### config.mk
export PLATFORM = sky130hd
export DESIGN_NAME = sr_resource_ctl
export DESIGN_NICKNAME = d
export VERILOG_FILES = /design/src/design/sr_pkg.sv /design/src/design/sr_step_mem.sv /design/src/design/sr_resource_ctl.sv
export VERILOG_INCLUDE_DIRS = /design/src /design/src/design
export SDC_FILE = /design/constraint.sdc
export NUM_CORES = 1
export LEC_CHECK = 0
export BUFFER_PORTS_ARGS = -buffer_cell sky130_fd_sc_hd__buf_4
export CAP_MARGIN = 20
export CORE_UTILIZATION = 40
export CTS_CLUSTER_DIAMETER = 120
export DETAILED_ROUTE_END_ITERATION = 12
export HOLD_SLACK_MARGIN = 0.03
export PLACE_DENSITY = 0.63
export SLEW_MARGIN = 15
export SYNTH_ARGS = -nofsm -noshare
export SYNTH_HDL_FRONTEND = slang
export SYNTH_SLANG_ARGS = --single-unit
### constraint.sdc
create_clock -name ref_clk -period 7.5 [get_ports ref_clk]
set_input_delay 2.25 -clock ref_clk [delete_from_list [all_inputs] [get_ports ref_clk]]
set_output_delay 2.25 -clock ref_clk [all_outputs]
set_load 0.005 [all_outputs]
### src/design/sr_cfg.svh
// Constants for the sleep/active resource controller: register map,
// field positions, reset values and timing counts.
// Assumes inclusion by bare name from the design files.
`ifndef SR_CFG_SVH
`define SR_CFG_SVH

// Register word offsets on the plain register port
`define SR_OFS_CTRL 6'h00
`define SR_OFS_POL 6'h01
`define SR_OFS_SLP_RES 6'h02
`define SR_OFS_SLP_SMPS 6'h03
`define SR_OFS_SLP_LDO 6'h04
`define SR_OFS_A_RES 6'h05
`define SR_OFS_A_SMPS 6'h06
`define SR_OFS_A_LDO 6'h07
`define SR_OFS_B_RES 6'h08
`define SR_OFS_B_SMPS 6'h09
`define SR_OFS_B_LDO 6'h0A
`define SR_OFS_SEQ_BASE 6'h0B
`define SR_OFS_SW_EN 6'h0C
`define SR_OFS_STATUS 6'h0D
`define SR_OFS_ACTIVE 6'h0E
`define SR_OFS_IN_SEQ 6'h0F
// Address bit that selects the sequence step memory
`define SR_MEM_SEL_BIT 5

// Field positions
`define SR_CTRL_START_BIT 0
`define SR_CTRL_SLP_UNMASK_BIT 1
`define SR_POL_SLEEP_BIT 0
`define SR_POL_A_BIT 1
`define SR_POL_B_BIT 2

// Reset values
`define SR_POL_RST 3'h0
`define SR_SEQ_BASE_RST 15'h0000

// Step delay unit and clock period, in ns
`define SR_STEP_UNIT_NS 10000
`define SR_CLK_PERIOD_NS 100
`define SR_STEP_CYCLES (`SR_STEP_UNIT_NS / `SR_CLK_PERIOD_NS)

`endif

### src/design/sr_pkg.sv
// Types shared by the sleep/active resource controller files.
// Assumes nothing beyond a SystemVerilog compiler.
package sr_pkg;

  // Synchronised control pin levels
  typedef struct packed {
    logic sleep;
    logic ctl_a;
    logic ctl_b;
  } sr_pins_t;

  // One step of a stored power sequence
  typedef struct packed {
    logic last;
    logic on;
    logic [1:0] spare;
    logic [3:0] res;
    logic [7:0] delay;
  } sr_step_t;

  // Which sequence the engine runs
  typedef enum logic [1:0] {
    SR_SEQ_UP,
    SR_SEQ_A2S,
    SR_SEQ_S2A
  } sr_seq_kind_t;

  // Engine states
  typedef enum logic [2:0] {
    SR_ST_OFF,
    SR_ST_FETCH,
    SR_ST_EXEC,
    SR_ST_WAIT,
    SR_ST_ACTIVE,
    SR_ST_SLEEP
  } sr_state_t;

endpackage

### src/design/sr_step_mem.sv
// Small step memory for the power sequences.
// Assumes one write port from the register port and one read port
// from the sequence engine, both on the same clock.
`timescale 1ns/10ps
module sr_step_mem #(
  parameter int DEPTH = 32,
  parameter int AW = 5,
  parameter int DW = 16
) (
  input wire logic ref_clk,
  input wire logic wr_en,
  input wire logic [AW-1:0] wr_addr,
  input wire logic [DW-1:0] wr_data,
  input wire logic [AW-1:0] rd_addr,
  output logic [DW-1:0] rd_data
);

  logic [DW-1:0] mem [DEPTH];
  logic [DW-1:0] nxt_rd_data;

  // Read data always come out of a register
  always_comb begin
    nxt_rd_data = mem[rd_addr];
  end

  // Storage and registered read
  always_ff @(posedge ref_clk) begin
    if (wr_en) begin
      mem[wr_addr] <= wr_data;
    end
    rd_data <= nxt_rd_data;
  end

endmodule

### src/design/sr_resource_ctl.sv
// Sleep and active mode control for regulators, clock and enable
// outputs, with the power sequence engine that walks stored steps.
// Assumes pins arrive asynchronously and registers are reached over a
// plain port with read data one cycle after the read strobe.
// Functional notes
// - Each of the three control pins has its own polarity setting.
// - By default a direct control pin requests active when it goes high.
// - By default the sleep pin requests sleep when it goes low.
// - Pin assignments are held per resource, split into general, switcher and linear groups.
// - Resources tied to one direct control pin and no other pin change mode together.
// - Resources tied only to the sleep pin change mode in stored sequence order.
// - A resource tied to no pin stays active whatever the pins do.
// - Stored sequences switch the regulators, the slow clock and the enable outputs.
// - Each sequence step is followed by its own stored delay.
// - A resource touched by no sequence keeps its enable unchanged while sequences run.
// - After the power-up sequence software may enable resources outside any sequence.
// - A sleep request starts the sleep sequence only when sleep is unmasked and no interrupt is pending.
// - A direct control pin change acts at once, bypassing the sequencer.
`timescale 1ns/10ps
`include "sr_cfg.svh"
module sr_resource_ctl import sr_pkg::*; #(
  parameter int N_RES = 4,
  parameter int N_SMPS = 5,
  parameter int N_LDO = 5,
  parameter int MEM_DEPTH = 32
) (
  input wire logic ref_clk,
  input wire logic rstn,
  input wire logic sleep_request_pin,
  input wire logic direct_mode_ctl_a,
  input wire logic direct_mode_ctl_b,
  input wire logic irq_pending,
  input wire logic [5:0] reg_addr,
  input wire logic [15:0] reg_wdata,
  input wire logic reg_wr,
  input wire logic reg_rd,
  output logic [15:0] reg_rdata,
  output logic [N_RES+N_SMPS+N_LDO-1:0] res_enable,
  output logic [N_RES+N_SMPS+N_LDO-1:0] res_active,
  output logic seq_busy,
  output logic dev_sleeping
);

  localparam int NR = N_RES + N_SMPS + N_LDO;
  localparam int MAW = $clog2(MEM_DEPTH);
  localparam int TW = $clog2(`SR_STEP_CYCLES + 1);
  localparam logic [TW-1:0] TICK_LAST = TW'(`SR_STEP_CYCLES - 1);

  // Pin synchronisers
  sr_pins_t pin_s1_ff, pin_s2_ff;
  sr_pins_t pins_raw;
  assign pins_raw = '{sleep: sleep_request_pin, ctl_a: direct_mode_ctl_a,
                      ctl_b: direct_mode_ctl_b};

  // Two flops before any logic reads a pin
  always_ff @(posedge ref_clk) begin
    if (!rstn) begin
      pin_s1_ff <= '{sleep: 1'b1, ctl_a: 1'b0, ctl_b: 1'b0};
      pin_s2_ff <= '{sleep: 1'b1, ctl_a: 1'b0, ctl_b: 1'b0};
    end else begin
      pin_s1_ff <= pins_raw;
      pin_s2_ff <= pin_s1_ff;
    end
  end

  // Configuration registers
  logic slp_unmask_ff, nxt_slp_unmask;
  logic [2:0] pol_ff, nxt_pol;
  logic [N_RES-1:0] slp_res_ff, a_res_ff, b_res_ff;
  logic [N_RES-1:0] nxt_slp_res, nxt_a_res, nxt_b_res;
  logic [N_SMPS-1:0] slp_smps_ff, a_smps_ff, b_smps_ff;
  logic [N_SMPS-1:0] nxt_slp_smps, nxt_a_smps, nxt_b_smps;
  logic [N_LDO-1:0] slp_ldo_ff, a_ldo_ff, b_ldo_ff;
  logic [N_LDO-1:0] nxt_slp_ldo, nxt_a_ldo, nxt_b_ldo;
  logic [14:0] seq_base_ff, nxt_seq_base;
  logic start_req;
  logic sw_en_wr;
  logic mem_wr;

  // Write decode for the configuration group
  always_comb begin
    nxt_slp_unmask = slp_unmask_ff;
    nxt_pol = pol_ff;
    nxt_slp_res = slp_res_ff;
    nxt_slp_smps = slp_smps_ff;
    nxt_slp_ldo = slp_ldo_ff;
    nxt_a_res = a_res_ff;
    nxt_a_smps = a_smps_ff;
    nxt_a_ldo = a_ldo_ff;
    nxt_b_res = b_res_ff;
    nxt_b_smps = b_smps_ff;
    nxt_b_ldo = b_ldo_ff;
    nxt_seq_base = seq_base_ff;
    start_req = 1'b0;
    sw_en_wr = 1'b0;
    mem_wr = 1'b0;
    if (!reg_wr) begin
      mem_wr = 1'b0;
    end else if (reg_addr[`SR_MEM_SEL_BIT]) begin
      mem_wr = 1'b1;
    end else if (reg_addr == `SR_OFS_CTRL) begin
      start_req = reg_wdata[`SR_CTRL_START_BIT];
      nxt_slp_unmask = reg_wdata[`SR_CTRL_SLP_UNMASK_BIT];
    end else if (reg_addr == `SR_OFS_POL) begin
      nxt_pol = reg_wdata[2:0];
    end else if (reg_addr == `SR_OFS_SLP_RES) begin
      nxt_slp_res = reg_wdata[N_RES-1:0];
    end else if (reg_addr == `SR_OFS_SLP_SMPS) begin
      nxt_slp_smps = reg_wdata[N_SMPS-1:0];
    end else if (reg_addr == `SR_OFS_SLP_LDO) begin
      nxt_slp_ldo = reg_wdata[N_LDO-1:0];
    end else if (reg_addr == `SR_OFS_A_RES) begin
      nxt_a_res = reg_wdata[N_RES-1:0];
    end else if (reg_addr == `SR_OFS_A_SMPS) begin
      nxt_a_smps = reg_wdata[N_SMPS-1:0];
    end else if (reg_addr == `SR_OFS_A_LDO) begin
      nxt_a_ldo = reg_wdata[N_LDO-1:0];
    end else if (reg_addr == `SR_OFS_B_RES) begin
      nxt_b_res = reg_wdata[N_RES-1:0];
    end else if (reg_addr == `SR_OFS_B_SMPS) begin
      nxt_b_smps = reg_wdata[N_SMPS-1:0];
    end else if (reg_addr == `SR_OFS_B_LDO) begin
      nxt_b_ldo = reg_wdata[N_LDO-1:0];
    end else if (reg_addr == `SR_OFS_SEQ_BASE) begin
      nxt_seq_base = reg_wdata[14:0];
    end else if (reg_addr == `SR_OFS_SW_EN) begin
      sw_en_wr = 1'b1;
    end
  end

  // Configuration flops
  always_ff @(posedge ref_clk) begin
    if (!rstn) begin
      slp_unmask_ff <= 1'b0;
      pol_ff <= `SR_POL_RST;
      slp_res_ff <= '0;
      slp_smps_ff <= '0;
      slp_ldo_ff <= '0;
      a_res_ff <= '0;
      a_smps_ff <= '0;
      a_ldo_ff <= '0;
      b_res_ff <= '0;
      b_smps_ff <= '0;
      b_ldo_ff <= '0;
      seq_base_ff <= `SR_SEQ_BASE_RST;
    end else begin
      slp_unmask_ff <= nxt_slp_unmask;
      pol_ff <= nxt_pol;
      slp_res_ff <= nxt_slp_res;
      slp_smps_ff <= nxt_slp_smps;
      slp_ldo_ff <= nxt_slp_ldo;
      a_res_ff <= nxt_a_res;
      a_smps_ff <= nxt_a_smps;
      a_ldo_ff <= nxt_a_ldo;
      b_res_ff <= nxt_b_res;
      b_smps_ff <= nxt_b_smps;
      b_ldo_ff <= nxt_b_ldo;
      seq_base_ff <= nxt_seq_base;
    end
  end

  // Pin requests after polarity; pol bit 0 keeps the default sense
  logic sleep_req, act_a, act_b;
  assign sleep_req = pin_s2_ff.sleep ^ ~pol_ff[`SR_POL_SLEEP_BIT];
  assign act_a = pin_s2_ff.ctl_a ^ pol_ff[`SR_POL_A_BIT];
  assign act_b = pin_s2_ff.ctl_b ^ pol_ff[`SR_POL_B_BIT];

  logic [NR-1:0] slp_asg, a_asg, b_asg;
  assign slp_asg = {slp_ldo_ff, slp_smps_ff, slp_res_ff};
  assign a_asg = {a_ldo_ff, a_smps_ff, a_res_ff};
  assign b_asg = {b_ldo_ff, b_smps_ff, b_res_ff};

  // Step delay tick divider
  logic [TW-1:0] tick_cnt_ff, nxt_tick_cnt;
  logic tick_ff, nxt_tick;

  always_comb begin
    nxt_tick = (tick_cnt_ff == TICK_LAST);
    nxt_tick_cnt = nxt_tick ? '0 : tick_cnt_ff + TW'(1);
  end

  always_ff @(posedge ref_clk) begin
    if (!rstn) begin
      tick_cnt_ff <= '0;
      tick_ff <= 1'b0;
    end else begin
      tick_cnt_ff <= nxt_tick_cnt;
      tick_ff <= nxt_tick;
    end
  end

  // Sequence step memory
  logic [MAW-1:0] step_addr_ff, nxt_step_addr;
  logic [15:0] mem_rdata;
  sr_step_t step;
  assign step = sr_step_t'(mem_rdata);

  sr_step_mem #(.DEPTH(MEM_DEPTH), .AW(MAW), .DW(16)) u_mem (
    .ref_clk(ref_clk),
    .wr_en(mem_wr),
    .wr_addr(reg_addr[MAW-1:0]),
    .wr_data(reg_wdata),
    .rd_addr(step_addr_ff),
    .rd_data(mem_rdata)
  );

  // Sequence engine state
  sr_state_t state_ff, nxt_state;
  sr_seq_kind_t kind_ff, nxt_kind;
  logic [7:0] dly_ff, nxt_dly;
  logic last_ff, nxt_last;
  logic [NR-1:0] en_ff, nxt_en;
  logic [NR-1:0] in_seq_ff, nxt_in_seq;
  logic [NR-1:0] seq_mode_ff, nxt_seq_mode;
  logic [NR-1:0] step_hot;
  assign step_hot = NR'(1) << step.res;

  // Engine next state
  always_comb begin
    nxt_state = state_ff;
    nxt_kind = kind_ff;
    nxt_dly = dly_ff;
    nxt_last = last_ff;
    nxt_en = en_ff;
    nxt_in_seq = in_seq_ff;
    nxt_seq_mode = seq_mode_ff;
    nxt_step_addr = step_addr_ff;
    case (state_ff)
      SR_ST_OFF: begin
        if (start_req) begin
          nxt_kind = SR_SEQ_UP;
          nxt_step_addr = seq_base_ff[MAW-1:0];
          nxt_state = SR_ST_FETCH;
        end
      end
      SR_ST_FETCH: begin
        nxt_state = SR_ST_EXEC; // Memory data ready next cycle
      end
      SR_ST_EXEC: begin
        if (kind_ff == SR_SEQ_UP) begin
          nxt_en = step.on ? (en_ff | step_hot) : (en_ff & ~step_hot);
          nxt_in_seq = in_seq_ff | step_hot;
        end else begin
          nxt_seq_mode = step.on ? (seq_mode_ff | step_hot)
                                 : (seq_mode_ff & ~step_hot);
        end
        nxt_dly = step.delay;
        nxt_last = step.last;
        nxt_state = SR_ST_WAIT;
      end
      SR_ST_WAIT: begin
        if (dly_ff == 8'h00) begin
          if (!last_ff) begin
            nxt_step_addr = step_addr_ff + MAW'(1);
            nxt_state = SR_ST_FETCH;
          end else if (kind_ff == SR_SEQ_A2S) begin
            nxt_state = SR_ST_SLEEP;
          end else begin
            nxt_state = SR_ST_ACTIVE;
          end
        end else if (tick_ff) begin
          nxt_dly = dly_ff - 8'h01;
        end
      end
      SR_ST_ACTIVE: begin
        if (sw_en_wr) begin
          nxt_en = (en_ff & in_seq_ff) | (reg_wdata[NR-1:0] & ~in_seq_ff);
        end
        if (sleep_req && slp_unmask_ff && !irq_pending) begin
          nxt_kind = SR_SEQ_A2S;
          nxt_step_addr = seq_base_ff[5+MAW-1:5];
          nxt_state = SR_ST_FETCH;
        end
      end
      SR_ST_SLEEP: begin
        if (sw_en_wr) begin
          nxt_en = (en_ff & in_seq_ff) | (reg_wdata[NR-1:0] & ~in_seq_ff);
        end
        if (!sleep_req || irq_pending) begin
          nxt_kind = SR_SEQ_S2A;
          nxt_step_addr = seq_base_ff[10+MAW-1:10];
          nxt_state = SR_ST_FETCH;
        end
      end
      default: begin
        nxt_state = SR_ST_OFF;
      end
    endcase
  end

  // Engine flops
  always_ff @(posedge ref_clk) begin
    if (!rstn) begin
      state_ff <= SR_ST_OFF;
      kind_ff <= SR_SEQ_UP;
      dly_ff <= 8'h00;
      last_ff <= 1'b0;
      en_ff <= '0;
      in_seq_ff <= '0;
      seq_mode_ff <= '1;
      step_addr_ff <= '0;
    end else begin
      state_ff <= nxt_state;
      kind_ff <= nxt_kind;
      dly_ff <= nxt_dly;
      last_ff <= nxt_last;
      en_ff <= nxt_en;
      in_seq_ff <= nxt_in_seq;
      seq_mode_ff <= nxt_seq_mode;
      step_addr_ff <= nxt_step_addr;
    end
  end

  // Per resource mode: any tied pin asking active wins
  logic [NR-1:0] mode_act;
  // One driver per bit, so the bits never share a process
  for (genvar i = 0; i < NR; i++) begin : g_mode
    assign mode_act[i] = !(slp_asg[i] | a_asg[i] | b_asg[i]) ? 1'b1
                         : ((a_asg[i] & act_a) | (b_asg[i] & act_b)
                            | (slp_asg[i] & seq_mode_ff[i]));
  end

  // Register read mux
  logic [15:0] nxt_rdata;
  always_comb begin
    nxt_rdata = 16'h0000;
    if (!reg_rd || reg_addr[`SR_MEM_SEL_BIT]) begin
      nxt_rdata = 16'h0000;
    end else if (reg_addr == `SR_OFS_CTRL) begin
      nxt_rdata = {14'h0000, slp_unmask_ff, 1'b0};
    end else if (reg_addr == `SR_OFS_POL) begin
      nxt_rdata = {13'h0000, pol_ff};
    end else if (reg_addr == `SR_OFS_SLP_RES) begin
      nxt_rdata = 16'(slp_res_ff);
    end else if (reg_addr == `SR_OFS_SLP_SMPS) begin
      nxt_rdata = 16'(slp_smps_ff);
    end else if (reg_addr == `SR_OFS_SLP_LDO) begin
      nxt_rdata = 16'(slp_ldo_ff);
    end else if (reg_addr == `SR_OFS_A_RES) begin
      nxt_rdata = 16'(a_res_ff);
    end else if (reg_addr == `SR_OFS_A_SMPS) begin
      nxt_rdata = 16'(a_smps_ff);
    end else if (reg_addr == `SR_OFS_A_LDO) begin
      nxt_rdata = 16'(a_ldo_ff);
    end else if (reg_addr == `SR_OFS_B_RES) begin
      nxt_rdata = 16'(b_res_ff);
    end else if (reg_addr == `SR_OFS_B_SMPS) begin
      nxt_rdata = 16'(b_smps_ff);
    end else if (reg_addr == `SR_OFS_B_LDO) begin
      nxt_rdata = 16'(b_ldo_ff);
    end else if (reg_addr == `SR_OFS_SEQ_BASE) begin
      nxt_rdata = {1'b0, seq_base_ff};
    end else if (reg_addr == `SR_OFS_SW_EN) begin
      nxt_rdata = 16'(en_ff);
    end else if (reg_addr == `SR_OFS_STATUS) begin
      nxt_rdata = {11'h000, kind_ff, state_ff};
    end else if (reg_addr == `SR_OFS_ACTIVE) begin
      nxt_rdata = 16'(res_active);
    end else if (reg_addr == `SR_OFS_IN_SEQ) begin
      nxt_rdata = 16'(in_seq_ff);
    end
  end

  // Output status next values
  logic nxt_busy, nxt_sleeping;
  always_comb begin
    nxt_busy = (state_ff == SR_ST_FETCH) || (state_ff == SR_ST_EXEC)
               || (state_ff == SR_ST_WAIT);
    nxt_sleeping = (state_ff == SR_ST_SLEEP);
  end

  // Output flops
  always_ff @(posedge ref_clk) begin
    if (!rstn) begin
      reg_rdata <= 16'h0000;
      res_enable <= '0;
      res_active <= '1;
      seq_busy <= 1'b0;
      dev_sleeping <= 1'b0;
    end else begin
      reg_rdata <= nxt_rdata;
      res_enable <= en_ff;
      res_active <= mode_act;
      seq_busy <= nxt_busy;
      dev_sleeping <= nxt_sleeping;
    end
  end

endmodule

==> reports/results.tsv, run 1 <==
metric	value	unit
vias	15589	
H-tree depth	3	
Pre-antenna DRT Iters	6	
Initial Utilization	40.43	%
worst-margin pin slew	0.9819	ns
Critical Path End	reg_rdata[2]$_SDFF_PP0_	
Startpoint Class	primary input	
placed cell count	2582	
routing usage on met1	27.31	%
PwrDens	257.8	nW/um^2
Post-CTS Setup Bufs	0	
post-synthesis register bit count	643	
CP Capture Type	register	
cts repair resizes	0	
DRT iter0 DRCs	1626	
die span in y	257.2	um
max cap viols	0	
number of CTS-inserted buffers	70	
CTS Sinks	643	
hold buffer count at cts	0	
Final Routed Wirelength	67.40	mm
CORE AREA	64460	um^2
Min Hold Slack	0.4326	ns
share of the synthesized area in the top cell type	51.62	%
# setup viols final	0	
grt total ovfl	0	
Top Usage Layer GRT	met2	
fin crit period	4.027	ns
post-synthesis cell type count	86	
Design Power	7.646	mW
most common cell in the netlist	edfxtp_1	
worst reg-to-reg setup slack	4.35	ns
nets	1833	
first-pass GRT wire length	100.4	mm
maximum fanout along the worst path	51	
final std cells w/o fill	2710	
worst skew pair latency	0.62	ns
CTS tree	built	
DP HPWL	42.14	mm
Rel. slew slack	34.40	%
crit path kind	in -> reg	
mapped cell area	26060	um^2
Post-Syn Instances	1732	
EDFF count, synth	448	
run status	finished clean	
share of layout cells above drive strength 1	19.90	%
largest net degree at the start of global routing	56	
vias per inst	5.752	
met3 Use GR	4.797	%
Ys Warns	0	
gpl congestion	0.9206	
VDD IR-drop max	220.3	uV
setup_tns	0	ns
Reg2Reg Depth	5	
most frequent cells after synthesis	edfxtp_1, dfxtp_1, nor2_1	
Mapped Avg Cell Area	15.05	um^2
post-detailed-route count of antenna-violating nets	0	
FMAX	0.2483	GHz
hold crit path type	reg -> reg	
period utilization	53.69	%
Area growth, synth to finish	13.82	%
Buffers on Ports	74	
Pleak	9.396	nW
top cell type by total area after synthesis	edfxtp_1	
Post-synth ARST share	0	%
largest cells by area after synthesis	edfxtp_1, dfxtp_1, mux4_2	
antenna violations before repair	1	
IO Pins	76	
Max clock buf depth	3	
final-report max-slew violation count	0	
CP Launch Point	reg_addr[0]	
Primary FF master, synth	edfxtp_1	
Cell Rows	93	
post-synthesis sequential area ratio	66.60	%
Die Wd	257.2	um
WP data required	8.04	ns
post-route cell area	29660	um^2
placed cell area	27440	um^2
final hold violation count	0	
Worst Path Arrival	4.57	ns
clk root buf	clkbuf_16	
GRT Resource Usage Total	20.51	%
pre-CTS setup slack	2.661	ns
r2r startpoint	step_addr_ff[0]$_SDFFE_PN0P_	
clock-pin slew on the worst setup and hold paths	0.05	ns
worst r2r dst	u_mem.rd_data[7]$_DFF_P_	
met2 Usage GRT	33.27	%
final worst setup slack	3.473	ns
residual DRC count	0	
WL/cell	24.87	um
unrepaired setup endpoints after global routing	false	
vias in the first global route	15661	
Post-Syn Nets	1766	
Layout Skew	0.03618	ns
Final Util	46.01	%
die area	66180	um^2
state kept, by name, indices dropped and copies added (netlist names), 3 cells and up, named ones only:
register / flops
res_active: 14
b_ldo_ff: 5
reg_rdata: 15
b_smps_ff: 5
slp_ldo_ff: 5
pin_s1_ff: 3
slp_res_ff: 4
pin_s2_ff: 3
res_enable: 14
a_ldo_ff: 5
tick_cnt_ff: 7
u_mem.mem: 448
dly_ff: 8
seq_base_ff: 15
a_smps_ff: 5
step_addr_ff: 5
pol_ff: 3
u_mem.rd_data: 14
state_ff: 3
a_res_ff: 4
b_res_ff: 4
slp_smps_ff: 5
in_seq_ff: 14
power by group:
group	internal (mW)	switching [mW]	leakage, nW
registers	3.83	0.0520	5.61
logic	0.169	0.301	2.70
clock network	1.87	1.43	1.08
cell usage in the layout, fill, tap and decap left out, types with 7 or more instances in the layout:
cell | netlist | final
inv_1 | 10 | 10
o21a_1 | 15 | 15
o22ai_1 | 7 | 7
o21ai_0 | 38 | 38
dfxtp_1 | 195 | 192
clkinv_1 | 1 | 18
edfxtp_1 | 448 | 448
mux4_2 | 113 | 113
a211oi_1 | 11 | 11
clkinv_2 | 0 | 13
clkbuf_16 | 0 | 70
nor2b_1 | 15 | 15
nand3b_1 | 7 | 7
nand2b_1 | 11 | 10
a221oi_1 | 36 | 36
nor2_1 | 145 | 136
and2_1 | 21 | 21
a21oi_1 | 77 | 77
o32ai_1 | 17 | 17
nor2_2 | 1 | 10
nand2_1 | 91 | 91
mux2i_1 | 127 | 127
a22o_1 | 15 | 15
buf_4 | 7 | 110
a22oi_1 | 21 | 21
clkbuf_1 | 58 | 11
nor3_1 | 25 | 25
nand3_1 | 56 | 56
logic make-up after synthesis:
logic type / synth area share [%]
AOI/OAI and AO/OA: 8.066
muxes: 14.77
and+or+nand+nor: 7.720
adders and majority gates: 0.1921
other: 0.01439
DFF: 66.60
buffers and inverters: 2.329
xor gates and xnor gates: 0.3025
layout make-up:
class	instances	area, um^2
clock buffer	83	1821
multi-input combinational	962	8128
clock inverter	44	392.9
tap	855	1070
timing repair buffer	111	837.1
inverter	11	42.54
antenna	1	2.502
fill	5614	34800
sequential	643	17370
layer usage:
layer  routed length [um]  vias up
met1                28090     7949
li1                     -     6906
met2                32480      616
met3                 5211      118
met5                    0        -
met4                 1613        0
worst min path at each step:
stage	from	end	slack (ns)	cells past startpoint
finish	pin_s1_ff[0]$_SDFF_PN0_	pin_s2_ff[0]$_SDFF_PN0_	0.43	1
global route	pin_s1_ff[0]$_SDFF_PN0_	pin_s2_ff[0]$_SDFF_PN0_	0.45	1
CTS	pin_s1_ff[1]$_SDFF_PN0_	pin_s2_ff[1]$_SDFF_PN0_	0.44	1
detailed placement	pin_s1_ff[2]$_SDFF_PN1_	pin_s2_ff[2]$_SDFF_PN1_	0.42	1
global placement	pin_s1_ff[2]$_SDFF_PN1_	pin_s2_ff[2]$_SDFF_PN1_	0.39	1
floorplan	pin_s1_ff[2]$_SDFF_PN1_	pin_s2_ff[2]$_SDFF_PN1_	0.39	1
worst max-delay path, stage by stage:
cell	delay (ns)
buf_4	0.44
nand2_1	0.31
nor2_1	0.74
a221oi_1	0.30
a211oi_1	0.34
o211a_1	0.17
Power figures use the tool's default switching activity.
==> run 2, diff against run 1 <==
--- a/config.mk
+++ b/config.mk
@@ -6,6 +6,7 @@
 export SDC_FILE = /design/constraint.sdc
 export NUM_CORES = 1
 export LEC_CHECK = 0
+export ABC_AREA = 1
 export BUFFER_PORTS_ARGS = -buffer_cell sky130_fd_sc_hd__buf_4
 export CAP_MARGIN = 20
 export CORE_UTILIZATION = 40
==> constraint.sdc (replaced) <==
create_clock -name ref_clk -period 4 [get_ports ref_clk]
set_input_delay 1.2 -clock ref_clk [delete_from_list [all_inputs] [get_ports ref_clk]]
set_output_delay 1.2 -clock ref_clk [all_outputs]
set_load 0.005 [all_outputs]
==> run 2 against run 1 <==
Compared with the run above:
- sequential share of layout area shrank 0.50 points
- power increased to 2.5 times the previous value
- critical path depth increased by 1
- combinational power rose to 11 times the previous value
- the run now ends with DRC left
- clock power grew 91%
- worst hold slack got worse by 0.029 ns
- routed wire length up 14%
- count of clock-buffer cells in the layout increased by 4
- die area down 0.12%
- largest cell class unchanged
- non-clock buffer count is 34 higher
- synthesized area fell by 0.12%
- cell count up 25%
==> reports/results.tsv, run 2 <==
metric	value	unit	change
run status	complete, but fails checks		
failing checks	DRC		
# setup viols final	0		unchanged
routed wl met3	5.670	mm	+8.8%
Primary FF master, synth	edfxtp_1		
top flop regs	u_mem.mem (448), reg_rdata (15), seq_base_ff (15)		
Ys Warns	0		unchanged
hold crit path type	reg -> reg		
WP data required	4.47	ns	-3.57 ns
unrepaired setup endpoints after global routing	false		
highest routed layer	met4		
vias in the first global route	18036		+15%
gpl congestion	0.9191		-0.16%
most frequent cells in the layout	edfxtp_1, nor2_1, o21ai_0		
residual DRC count	1		+1
H-tree depth	3		unchanged
Pre-antenna DRT Iters	9		+3
first-pass GRT wire length	114.9	mm	+14%
VDD IR-drop max	454.7	uV	+110%
Buffers on Ports	74		unchanged
fillers	5800		+3.3%
antenna violations before repair	0		-1
Post-synth ARST share	0	%	unchanged
worst hold start	pin_s1_ff[2]$_SDFF_PN1_		
cts repair resizes	0		unchanged
worst-margin pin slew	1.118	ns	+0.1358 ns
Area growth, synth to finish	14.93	%	
routed length on met1	33.39	mm	+19%
vias	19104		+23%
Post-Syn Instances	2393		+38%
hold buffer count at cts	0		unchanged
largest net degree at the start of global routing	116		+110%
r2r startpoint	state_ff[0]$_SDFFE_PN0P_		
final hold violation count	0		unchanged
top cell type by total area after synthesis	edfxtp_1		
setup_tns	0	ns	unchanged
Initial Utilization	40.45	%	about the same
PwrDens	641.6	nW/um^2	+150%
IO Pins	76		unchanged
fin crit period	2.985	ns	
Inserted Diodes	0		-1
commonest non-fill, non-tap cell in the layout	edfxtp_1		
most common cell in the netlist	edfxtp_1		
DRT iter0 DRCs	2117		+30%
post-synthesis cell type count	58		-33%
Rel. slew slack	25.08	%	-9.3 points
mapped cell area	26030	um^2	-0.12%
EDFF count, synth	448		unchanged
CTS Sinks	643		unchanged
Pleak	10.24	nW	+9.0%
clock-pin slew on the worst setup and hold paths	0.06	ns	about the same
final-report max-slew violation count	0		unchanged
Layout Skew	0.03248	ns	-0.003705 ns
largest cells by area after synthesis	edfxtp_1, dfxtp_1, o21ai_0		
FMAX	0.3350	GHz	
die span in y	257.1	um	about the same
nets	2503		+37%
worst reg-to-reg setup slack	1.37	ns	-2.98 ns
DP HPWL	47.73	mm	+13%
die area	66100	um^2	-0.12%
CORE AREA	64350	um^2	-0.18%
WL/cell	22.75	um	-8.5%
period utilization	74.62	%	
Design Power	19.19	mW	+150%
post-detailed-route count of antenna-violating nets	0		unchanged
share of the synthesized area in the top cell type	51.68	%	+0.062 points
max cap viols	0		unchanged
Worst Path Arrival	3.45	ns	-1.12 ns
worst min-delay path endpoint	pin_s2_ff[2]$_SDFF_PN1_		
Startpoint Class	primary input		
vias per inst	5.659		-1.6%
Reg2Reg Depth	10		+5
Post-CTS Setup Bufs	0		unchanged
post-synthesis register bit count	643		unchanged
Max clock buf depth	3		unchanged
Final Routed Wirelength	76.81	mm	+14%
maximum fanout along the worst path	26		-49%
crit path kind	in -> reg		
Post-Syn Nets	2427		+37%
Top reg by flops	u_mem.mem		
hold depth	1		unchanged
Die Wd	257.1	um	about the same
most frequent cells after synthesis	edfxtp_1, nor2_1, o21ai_0		
pre-CTS setup slack	0.5134	ns	-2.147 ns
CP Capture Type	register		
clk root buf	clkbuf_16		
final worst setup slack	1.015	ns	-2.458 ns
worst skew pair latency	0.62	ns	about the same
CTS tree	built		
number of CTS-inserted buffers	68		-2.9%
share of layout cells above drive strength 1	13.01	%	-6.9 points
Cell Rows	93		unchanged
grt total ovfl	0		unchanged
post-synthesis sequential area ratio	66.68	%	+0.080 points
Mapped Avg Cell Area	10.88	um^2	-28%
max reg flops	448		unchanged
GRT Resource Usage Total	23.00	%	+2.5 points
Met2 Wirelength	35.80	mm	+10%
==> run 2: cell types whose count changed after synthesis, moves of 53 or more <==
cell	before	now
a21oi_1	77	133
clkbuf_1	58	111
inv_1	10	142
mux2i_1	127	0
mux4_2	113	0
nand2_1	91	183
nor2_1	145	377
o21ai_0	38	341
o221ai_1	0	79
==> run 2: critical path, stage by stage <==
cell and delay (ns):
buf_4 0.14, nor2_2 0.43, nand2_2 0.17, nor2_4 0.46
nand2_1 0.56, o21ai_0 0.39, a21oi_1 0.08
==> run 2: logic make-up after synthesis <==
family,share of synthesized area [%]
other,0.01441
AO/OA/AOI/OAI,16.54
buffers and inverters,4.591
flip-flops,66.68
adder cells (fa/ha/maj),0.1923
AND/OR/NAND/NOR,11.77
XOR/XNOR,0.1682
multiplexers,0.04326
==> run 2: how the worst max path moves through the flow <==
stage                     slack, ns                      endpoint         from
after global routing           0.86   seq_base_ff[9]$_SDFFE_PN0P_  reg_addr[5]
after CTS                      1.14  seq_base_ff[14]$_SDFFE_PN0P_  reg_addr[5]
after global placement         0.56  seq_base_ff[11]$_SDFFE_PN0P_  reg_addr[5]
after floorplan                1.29    u_mem.mem[24][0]$_DFFE_PP_       reg_wr
after detailed placement       0.51  seq_base_ff[14]$_SDFFE_PN0P_  reg_addr[5]
final                          1.02  seq_base_ff[14]$_SDFFE_PN0P_  reg_addr[5]
==> run 2: layout make-up <==
class,count,area (um^2),share of cell area (%)
Sequential cell,643,17370,58.05
Inverter,166,630.6,2.108
Multi-Input combinational cell,1445,7477,25.00
Clock buffer,87,1888,6.312
Timing Repair Buffer,145,1151,3.848
Tap cell,855,1070,3.576
Clock inverter,35,331.6,1.108
==> run 2: power by group <==
group	total (mW)	internal [mW]	leakage (nW)	switching, mW
Clock	6.28	3.63	1.09	2.65
Combinational	5.23	1.50	3.53	3.74
Sequential	7.68	7.38	5.61	0.305
Total	19.2	12.5	10.2	6.69
==> run 2: routing by layer <==
layer | track usage (%) | up-vias
met4 | 7.308 | 0
met3 | 3.802 | 131
met1 | 32.05 | 9390
li1 | - | 8796
met5 | 0 | -
met2 | 36.58 | 787
==> run 2: stage by stage <==
stage          std cells  area (um^2)  hold WS, ns  util [%]
2_1_floorplan       2393        26030       0.3905         -
3_3_place_gp        3254        27690       0.3941     43.04
3_5_place_dp        3254        27690       0.4007     43.04
4_1_cts             3376        29910       0.4073     46.49
5_1_grt             3376        29910       0.4187     46.49
6_report            3376        29910       0.4040     46.49
